`src/design/mmm_pkg.sv`:
```
// Purpose: constants for the on-chip memory map block
// Assumes: 8-bit data, 16-bit program and external data addresses
// Notes: offsets are register-space addresses
package mmm_pkg;
    localparam logic [7:0] MMM_ADDR_STACK_PTR = 8'h81;
    localparam logic [7:0] MMM_ADDR_WRITE_SEL = 8'h8F;
    localparam logic [7:0] MMM_ADDR_PSW = 8'hD0;
    localparam logic [7:0] MMM_RST_STACK_PTR = 8'h07;
    localparam logic [7:0] MMM_RST_WRITE_SEL = 8'h00;
    localparam logic [7:0] MMM_RST_PSW = 8'h00;
    localparam logic [7:0] MMM_SFR_BASE = 8'h80;
    localparam logic [7:0] MMM_BIT_RAM_BASE = 8'h20;
    localparam logic [7:0] MMM_BIT_RAM_TOP = 8'h2F;
    localparam logic [15:0] MMM_RESET_VECTOR = 16'h0000;
    localparam logic [15:0] MMM_BOOT_BASE = 16'hF800;
    localparam logic [15:0] MMM_BOOT_USER_TOP = 16'hFBFF;
    localparam logic [15:0] MMM_DFLASH_BASE = 16'h0400;
    localparam int MMM_PAGE_BYTES = 64;
    localparam int MMM_SYSMEM_WR_BYTES = 64;
    localparam int MMM_PSW_BANK_LO = 3;
    localparam int MMM_PSW_BANK_HI = 4;
    localparam int MMM_WSEL_BIT = 0;
    // access kinds issued by the core
    typedef enum logic [2:0] {
        MMM_ACC_NONE,
        MMM_ACC_DIRECT,
        MMM_ACC_INDIRECT,
        MMM_ACC_BIT,
        MMM_ACC_WREG,
        MMM_ACC_PUSH,
        MMM_ACC_POP
    } mmm_acc_t;
endpackage : mmm_pkg

```
`src/design/mmm_memory_map.sv`:
```
// Purpose: scratchpad RAM, core SFRs, bit access, stack and program/xdata decode
// Assumes: core issues one access per cycle and holds address/data for that cycle
// Notes: read data is registered, one cycle after the request
// What this block does
// - flash data lives in external data space, writes steered by write select
// - only lowest 64 system memory bytes writable, and only in programming mode
// - direct addresses 80h-FFh always decode to special function registers
// - direct addresses 00h-7Fh reach lower scratchpad RAM
// - upper 128 RAM bytes are reached only by indirect addressing
// - bytes 20h-2Fh give 128 single-bit locations
// - SFR bit access only where address low nibble is 0h or 8h
// - bit versus byte access chosen by access type, not address
// - four banks of eight working registers, bank chosen by status word
// - stack pointer at 81h resets to 07h and is writable
// - push/call pre-increment then store; pop/return read then decrement
// - first fetch after reset is from 0000h
// - boot ROM enabled maps F800h-FFFFh to boot ROM not flash
// - in user mode boot routines sit at F800h-FBFFh
// - write select register at 8Fh picks data or program flash target
// - undefined SFR reads return zero
// - partitioned data flash begins at external address 0400h
`timescale 1ns/1ns
module mmm_memory_map #(
    parameter int RAM_DEPTH = 256
) (
    // clock and reset
    input wire logic clk,
    input wire logic rst_b,
    // register-space access from the core
    input wire mmm_pkg::mmm_acc_t accType,
    input wire logic [7:0] accAddr,
    input wire logic accWrite,
    input wire logic [7:0] accWdata,
    input wire logic accBitVal,
    output logic [7:0] accRdata,
    output logic accRbit,
    output logic sfrExternal,
    // program space decode
    input wire logic [15:0] progAddr,
    input wire logic bootRomEn,
    input wire logic progModeSerial,
    output logic progToBoot,
    output logic progBootUser,
    output logic [15:0] resetVector,
    // external data space decode
    input wire logic [15:0] xdataAddr,
    input wire logic xdataWrite,
    input wire logic dataFlashPartitioned,
    output logic xdataToDataFlash,
    output logic xdataWriteProgram,
    output logic xdataWriteData,
    // system memory write gate
    input wire logic [7:0] sysMemAddr,
    input wire logic sysMemWrite,
    output logic sysMemWriteOk,
    // status word bank bits and stack pointer seen by the core
    output logic [1:0] bankSel,
    output logic [7:0] stackPtr
);
    import mmm_pkg::*;

    logic rstSync1_q;
    logic rstSync2_q;
    logic [7:0] ram_q [RAM_DEPTH];
    logic [7:0] stackPtr_q;
    logic [7:0] stackPtr_d;
    logic [7:0] writeSel_q;
    logic [7:0] psw_q;
    logic [7:0] accRdata_q;
    logic accRbit_q;
    logic sfrExternal_q;
    logic progToBoot_q;
    logic progBootUser_q;
    logic xdataToDataFlash_q;
    logic xdataWriteProgram_q;
    logic xdataWriteData_q;
    logic sysMemWriteOk_q;

    // reset release through two flops
    // asserts at once but releases on a clock edge, so no register sees a runt release
    always_ff @(posedge clk or negedge rst_b) begin
        if (!rst_b) begin
            rstSync1_q <= 1'b0;
            rstSync2_q <= 1'b0;
        end else begin
            rstSync1_q <= 1'b1;
            rstSync2_q <= rstSync1_q;
        end
    end

    // access class decode
    // the access type, never the address value, tells bit from byte accesses
    wire isDirect = (accType == MMM_ACC_DIRECT);
    wire isIndirect = (accType == MMM_ACC_INDIRECT);
    wire isBit = (accType == MMM_ACC_BIT);
    wire isWreg = (accType == MMM_ACC_WREG);
    wire isPush = (accType == MMM_ACC_PUSH);
    wire isPop = (accType == MMM_ACC_POP);
    wire directSfr = isDirect && (accAddr >= MMM_SFR_BASE);
    wire directRam = isDirect && (accAddr < MMM_SFR_BASE);

    // bit address: below 80h picks RAM 20h-2Fh, above picks SFR with low nibble 0h or 8h
    wire bitInSfr = accAddr[7];
    wire [7:0] bitRamByte = MMM_BIT_RAM_BASE + {4'h0, accAddr[6:3]};
    wire [7:0] bitSfrByte = {accAddr[7:3], 3'b000};
    wire [2:0] bitIdx = accAddr[2:0];

    // working registers, bank base is bank times eight
    wire [1:0] bank = psw_q[MMM_PSW_BANK_HI:MMM_PSW_BANK_LO];
    wire [7:0] wregByte = {3'b000, bank, accAddr[2:0]};

    // stack pre-increment on push, read then decrement on pop
    // the pointer wraps at FFh; overflow into low ram is the programmer's problem
    wire [7:0] spInc = stackPtr_q + 8'h01;
    wire [7:0] spDec = stackPtr_q - 8'h01;

    // sfr byte selected by direct or bit access
    wire sfrSel = directSfr || (isBit && bitInSfr);
    wire [7:0] sfrAddr = isBit ? bitSfrByte : accAddr;
    wire hitSp = sfrSel && (sfrAddr == MMM_ADDR_STACK_PTR);
    wire hitWsel = sfrSel && (sfrAddr == MMM_ADDR_WRITE_SEL);
    wire hitPsw = sfrSel && (sfrAddr == MMM_ADDR_PSW);
    wire hitLocal = hitSp || hitWsel || hitPsw;

    // sfr read mux, unknown addresses read zero
    // writes to sfrs not held here are left to the peripherals via sfrExternal
    wire [7:0] sfrRead = hitSp ? stackPtr_q :
                         hitWsel ? writeSel_q :
                         hitPsw ? psw_q : 8'h00;

    // ram byte index for every ram-reaching access
    // stack and pointer accesses share the indirect path into the upper half
    wire ramSel = directRam || isIndirect || isWreg || isPush || isPop || (isBit && !bitInSfr);
    wire [7:0] ramIdx = isWreg ? wregByte :
                        isPush ? spInc :
                        isPop ? stackPtr_q :
                        isBit ? bitRamByte : accAddr;
    wire [7:0] ramByte = ram_q[ramIdx];
    wire ramWr = ramSel && (accWrite || isPush) && !isPop;

    // bit write merge, applies to ram or local sfr
    wire [7:0] bitSrc = bitInSfr ? sfrRead : ramByte;
    logic [7:0] bitMerged;
    always_comb begin
        bitMerged = bitSrc;
        bitMerged[bitIdx] = accBitVal;
    end
    wire [7:0] wrByte = isBit ? bitMerged : accWdata;

    // stack pointer next value: software write, push, pop
    always_comb begin
        stackPtr_d = stackPtr_q;
        if (isPush) begin
            stackPtr_d = spInc;
        end else if (isPop) begin
            stackPtr_d = spDec;
        end else if (hitSp && accWrite) begin
            stackPtr_d = wrByte;
        end
    end

    // core sfrs
    always_ff @(posedge clk or negedge rstSync2_q) begin
        if (!rstSync2_q) begin
            stackPtr_q <= MMM_RST_STACK_PTR;
            writeSel_q <= MMM_RST_WRITE_SEL;
            psw_q <= MMM_RST_PSW;
        end else begin
            stackPtr_q <= stackPtr_d;
            if (hitWsel && accWrite) begin
                writeSel_q <= wrByte;
            end
            if (hitPsw && accWrite) begin
                psw_q <= wrByte;
            end
        end
    end

    // scratchpad storage; no reset, contents undefined at power up
    // skipping the reset saves a wide reset tree; software must initialise what it reads
    always_ff @(posedge clk) begin
        if (ramWr) begin
            ram_q[ramIdx] <= wrByte;
        end
    end

    // program and external data decode
    // the boot window wins over flash whenever the boot rom is enabled
    wire progInBoot = bootRomEn && (progAddr >= MMM_BOOT_BASE);
    wire progInUserBoot = progInBoot && !progModeSerial && (progAddr <= MMM_BOOT_USER_TOP);
    wire xdInFlash = dataFlashPartitioned && (xdataAddr >= MMM_DFLASH_BASE);
    wire wselProg = writeSel_q[MMM_WSEL_BIT];
    wire sysOk = sysMemWrite && progModeSerial
                 && ({24'h0, sysMemAddr} < 32'(MMM_SYSMEM_WR_BYTES));

    // registered answers
    // every answer lands on the taking edge, one cycle after the request, a fixed latency for the core
    always_ff @(posedge clk or negedge rstSync2_q) begin
        if (!rstSync2_q) begin
            accRdata_q <= 8'h00;
            accRbit_q <= 1'b0;
            sfrExternal_q <= 1'b0;
            progToBoot_q <= 1'b0;
            progBootUser_q <= 1'b0;
            xdataToDataFlash_q <= 1'b0;
            xdataWriteProgram_q <= 1'b0;
            xdataWriteData_q <= 1'b0;
            sysMemWriteOk_q <= 1'b0;
        end else begin
            accRdata_q <= sfrSel ? sfrRead : (ramSel ? ramByte : 8'h00);
            accRbit_q <= bitSrc[bitIdx];
            sfrExternal_q <= sfrSel && !hitLocal;
            progToBoot_q <= progInBoot;
            progBootUser_q <= progInUserBoot;
            xdataToDataFlash_q <= xdInFlash;
            xdataWriteProgram_q <= xdataWrite && wselProg;
            xdataWriteData_q <= xdataWrite && !wselProg;
            sysMemWriteOk_q <= sysOk;
        end
    end

    assign accRdata = accRdata_q;
    assign accRbit = accRbit_q;
    assign sfrExternal = sfrExternal_q;
    assign progToBoot = progToBoot_q;
    assign progBootUser = progBootUser_q;
    assign resetVector = MMM_RESET_VECTOR;
    assign xdataToDataFlash = xdataToDataFlash_q;
    assign xdataWriteProgram = xdataWriteProgram_q;
    assign xdataWriteData = xdataWriteData_q;
    assign sysMemWriteOk = sysMemWriteOk_q;
    assign bankSel = bank;
    assign stackPtr = stackPtr_q;
endmodule : mmm_memory_map

```
`config.mk`:
```
export PLATFORM = sky130hd
export DESIGN_NAME = mmm_memory_map
export DESIGN_NICKNAME = d
export VERILOG_FILES = /design/src/design/mmm_pkg.sv /design/src/design/mmm_memory_map.sv
export SDC_FILE = /design/constraint.sdc
export NUM_CORES = 2
export LEC_CHECK = 0
export BUFFER_PORTS_ARGS = -buffer_cell sky130_fd_sc_hd__buf_4
export CAP_MARGIN = 20
export CORE_AREA = 2 2 364 366
export CTS_CLUSTER_DIAMETER = 40
export CTS_CLUSTER_SIZE = 14
export DETAILED_ROUTE_END_ITERATION = 12
export DIE_AREA = 0 0 366 368
export PLACE_DENSITY = 0.9
export SYNTH_ARGS = -nofsm -noshare
export SYNTH_HDL_FRONTEND = slang
export SYNTH_SLANG_ARGS = --single-unit
```
`constraint.sdc`:
```
create_clock -name clk -period 3.15 [get_ports clk]
set_clock_uncertainty 0.05 [all_clocks]
set_input_delay 0.63 -clock clk [delete_from_list [all_inputs] [get_ports clk]]
set_output_delay 0.63 -clock clk [all_outputs]
set_load 0.005 [all_outputs]
```
==> out/metrics.csv, run 1 <==
metric,value,unit
synthFlopType,edfxtp_1,
cts-root-buf,clkbuf_16,
htreeDepth,4,
pre_cts_slack,-2630,ps
place_congestion,1.07,
yosys.area_share.adder,0.000429,
synth_xor_area_frac,0.000414,
hpwl,201000,um
crit_endpoint,ram_q[57][4]$_DFFE_PP_/D,
cts_buffers,207,
antenna_found_initial,87,
start_util,0.647,
synth_compound_area_frac,0.0699,
portBuffers,67,
synth-edff-count,2048,
synth_area_per_cell,15.0,sq um
grt_max_degree,92,
die_width,366,um
muxShareOfSynthArea,0.0597,
synth_cell_type_count,96,
cts.sinks,2090,
clockBufferDepth,3,
failed_stage,global routing (5_1_grt),
grt_usage,0.707,
yosys.area_share.simple,0.104,
worst_endpoint_kind,register data pin,
synth_top_family_by_area,simple AND/OR/NAND/NOR gates,
ys_seq_area_frac,0.739,
yosys.area.top_type_share,0.727,
status,stopped before the end,
syn_area,84600,sq um
syn_inst,5655,
synthTopCellsByArea,"edfxtp_1, nand2_1, mux4_2",
num_rows,133,
synth_most_common_cell,edfxtp_1,
fp.dieH,368,um
netlist.top_cell.by_area,edfxtp_1,
pin_count,110,
yosys_register_bits,2090,
stop_error,[ERROR GRT-0232] Routing congestion too high. Check the congestion heatmap in the GUI.,
grt.overflow.total,4,
yosysWarnings,0,
ys_async_sr_fraction,0.0201,
synth_commonest_cells,"edfxtp_1, nand2_1, nor2_1",
[metal layers]
layer | GRT overflow | track usage
met1 | 0 | 0.673
met2 | 1 | 0.818
met3 | 0 | 0.656
met4 | 3 | 0.676
met5 | 0 | 0.489
[repair_timing]
item                                    CTS
setup endpoints to repair              4114
pin swaps                                34
setup buffers                            28
endpoints found under the hold margin    10
gates resized for setup                 137
cloned                                   17
hold buffers                             13
[stage by stage]
step	setup TNS, ps	cells	util	instance area (sq um)
after CTS	-4795870	8750	0.802	105000
after detailed placement	-6270450	8329	0.739	96600
after global placement	-6058130	8329	0.739	96600
after floorplan	-8531380	5670	-	84900
[logic make-up after synthesis]
group | Yosys count
flops | 2090
simple gates | 2024
compound gates | 810
buf+inv | 433
mux | 289
xor+xnor | 4
fa+ha+maj | 3
other cells | 2
==> inputs of run 2 (changes only) <==
--- a/config.mk
+++ b/config.mk
@@ -7,12 +7,10 @@
 export LEC_CHECK = 0
 export BUFFER_PORTS_ARGS = -buffer_cell sky130_fd_sc_hd__buf_4
 export CAP_MARGIN = 20
-export CORE_AREA = 2 2 364 366
-export CTS_CLUSTER_DIAMETER = 40
-export CTS_CLUSTER_SIZE = 14
+export CORE_AREA = 2 2 463 465
 export DETAILED_ROUTE_END_ITERATION = 12
-export DIE_AREA = 0 0 366 368
-export PLACE_DENSITY = 0.9
+export DIE_AREA = 0 0 465 467
+export PLACE_DENSITY_LB_ADDON = 0.15
 export SYNTH_ARGS = -nofsm -noshare
 export SYNTH_HDL_FRONTEND = slang
 export SYNTH_SLANG_ARGS = --single-unit
==> out/metrics.csv, run 2 <==
metric,value,unit
synth_area_per_cell,15.0,sq um
placedCellCount,9469,
drv_slew,0,
violations,setup timing,
worst-setup-path-type,reg -> reg,
ant_nets,0,
yosys_register_bits,2090,
grt_max_degree,101,
crit_fanout,25,
synthFlopType,edfxtp_1,
grt_pass1_wl,440000,um
fin_crit_sh,1.70,
min_path_type,in -> reg,
n_fill_cell,17575,
core,212000,sq um
synth_most_common_cell,edfxtp_1,
rsz0062_at_grt,true,
yosys.area_share.adder,0.000429,
setup_ws,-2190,ps
layout_common_cells,"edfxtp_1, buf_4, nand2_1",
crit_slowest_cell,dfstp_2,
synth_xor_area_frac,0.000414,
tightest_slew,1100,ps
clockPowerShare,0.361,
start_util,0.400,
htreeDepth,4,
grt_usage,0.288,
clk-insertion-delay-late,890,ps
synth_compound_area_frac,0.0699,
cts-root-buf,clkbuf_16,
min_period,5340,ps
status,"finished, violations left",
fin_cells,10037,
drv_cap,0,
crit_path_end_kind,flip-flop,
cp_cell_sequence,"buf_4, ha_4, xor2_2, o2bb2ai_2, or2_4, buf_4, buf_12, a21oi_1, o311ai_4, buf_4, o211ai_1, a2111o_1, a2111oi_4, buf_4, o211ai_2, o21ai_2, o21ai_4, buf_12, buf_16, clkbuf_16",
clkTransAtPathRegs,60,ps
fp.dieH,467,um
antenna_found_initial,14,
synth_cell_type_count,96,
drc,0,
dieArea,217000,sq um
dr.pass1.iters,6,
combPwrFrac,0.203,
synth_commonest_cells,"edfxtp_1, nand2_1, nor2_1",
power_density,648,nW/um^2
drive_gt1_frac,0.311,
yosysWarnings,0,
clockBufferDepth,3,
vdd_drop_max,579,uV
critPathRequiredTime,3690,ps
final_nets,7085,
cts.sinks,2090,
drt_iter0_markers,8122,
pin_count,110,
switching_share,0.279,
arrival,5880,ps
hpwl,217000,um
regArea,62600,sq um
cp_slowest_stage_delay,600,ps
place_congestion,0.974,
yosys.area.top_type_share,0.727,
start_kind,flip-flop,
die_width,465,um
final_hold_viol_count,0,
fmax,0.187,GHz
muxShareOfSynthArea,0.0597,
holdWs,87.2,ps
top_register,ram_q,
cts_buffers,218,
syn_inst,5655,
largest_reg_flops,2048,
synth-edff-count,2048,
netlist.top_cell.by_area,edfxtp_1,
ys_async_sr_fraction,0.0201,
routed_wl,326000,um
viasPerCell,5.93,
max_slew_margin,0.261,
area_growth,29.9,%
portBuffers,67,
synth_top_family_by_area,simple AND/OR/NAND/NOR gates,
yosys.area_share.simple,0.104,
path_common_cell,buf_4,
grt.overflow.total,0,
synthTopCellsByArea,"edfxtp_1, nand2_1, mux4_2",
vias,59546,
final_common_cell,edfxtp_1,
grt_pass1_vias,56008,
seq_power_share,0.436,
wl_per_cell,32.4,um
multi_input_area,21300,sq um
ys_seq_area_frac,0.739,
finalSetupViolations,4114,
num_rows,169,
tritoncts,yes,
p_sw,19900,uW
tns,-5234350,ps
syn_area,84600,sq um
p_int,51300,uW
cellLeakagePower,0.0391,uW
[run 2: cell counts after synthesis]
No cell type changed its count.
[run 2: worst max-delay path: cells and delay by family, from the launching register on]
family / cells / cell delay (ps)
xor gates and xnor gates: 1 / 240
adders and majority gates: 1 / 150
AOI/OAI and AO/OA: 9 / 2190
buffers and inverters: 8 / 1440
DFF: 1 / 600
and+or+nand+nor: 1 / 240
[run 2: what timing repair did]
| action | 4_1_cts | 5_1_grt |
|---|---|---|
| pin swaps | 41 | 57 |
| cloned | 13 | 42 |
| gates resized for setup | 135 | 160 |
| hold endpoints to repair | 15 | 0 |
| buffers inserted | 38 | 44 |
| endpoints found under the setup margin | 4114 | 4114 |
| hold buffers | 18 | 0 |
[run 2: through the flow]
step | total power [uW] | worst slack, ps | util | cell area (sq um)
4_1_cts | 70400 | -1990 | 0.510 | 108000
5_1_grt | 72900 | -2170 | 0.519 | 110000
3_3_place_gp | 44300 | -2670 | 0.469 | 99200
3_5_place_dp | 44300 | -2680 | 0.469 | 99200
2_1_floorplan | 37100 | -4340 | - | 84900
6_report | 71200 | -2190 | 0.519 | 110000
[run 2: kinds of logic (layout without fill, tap and decap cells)]
| kind of cell | Yosys count | count (layout) |
|---|---|---|
| buf+inv | 433 | 1970 |
| simple gates | 2024 | 2025 |
| flops | 2090 | 2090 |
| mux | 289 | 289 |
| other cells | 2 | 25 |
| fa+ha+maj | 3 | 3 |
| xor+xnor | 4 | 4 |
| compound gates | 810 | 810 |
[run 2: layer usage]
metal  GRT usage  part of all wire
met2       0.434              0.44
met3      0.0631              0.11
met5           0           0.00024
met1       0.408              0.40
met4       0.113             0.046
[run 2: area by class of cell]
cell class / instances / area share
multi-input cells: 3148 / 0.194
flip-flops and latches: 2090 / 0.569
clock inverters: 150 / 0.0123
well taps: 2821 / 0.0321
repair buffers: 1547 / 0.140
inverters: 9 / 0.000444
clock buffers: 263 / 0.0520
repair inverters: 1 / 0.000102
diodes: 8 / 0.000182
[run 2: final timing paths]
| check | slack [ps] | cells after the start | startpoint | end |
|---|---|---|---|---|
| max | -2190 | 20 | stackPtr[1] | ram_q[250][4] |
| max in group asynchronous | 2000 | 0 | rstSync2_q | accRdata[0] |
| min reg2reg | 300 | 0 | rstSync1_q | rstSync2_q |
| max reg2reg | -2190 | 20 | stackPtr[1] | ram_q[250][4] |
| min | 90 | 3 | accWdata[1] | stackPtr[1] |
| min in group asynchronous | 380 | 0 | rstSync2_q | sysMemWriteOk |
[run 2: power groups by stage]
stage               sequential (uW)  clock (uW)  combinational (uW)
floorplan                     31700           0                5450
global placement              31600           0               12700
detailed placement            31600           0               12700
CTS                           31000       26000               13400
global route                  31000       27000               14900
finish                        31000       25700               14500
(Power assumes the default switching activity.)
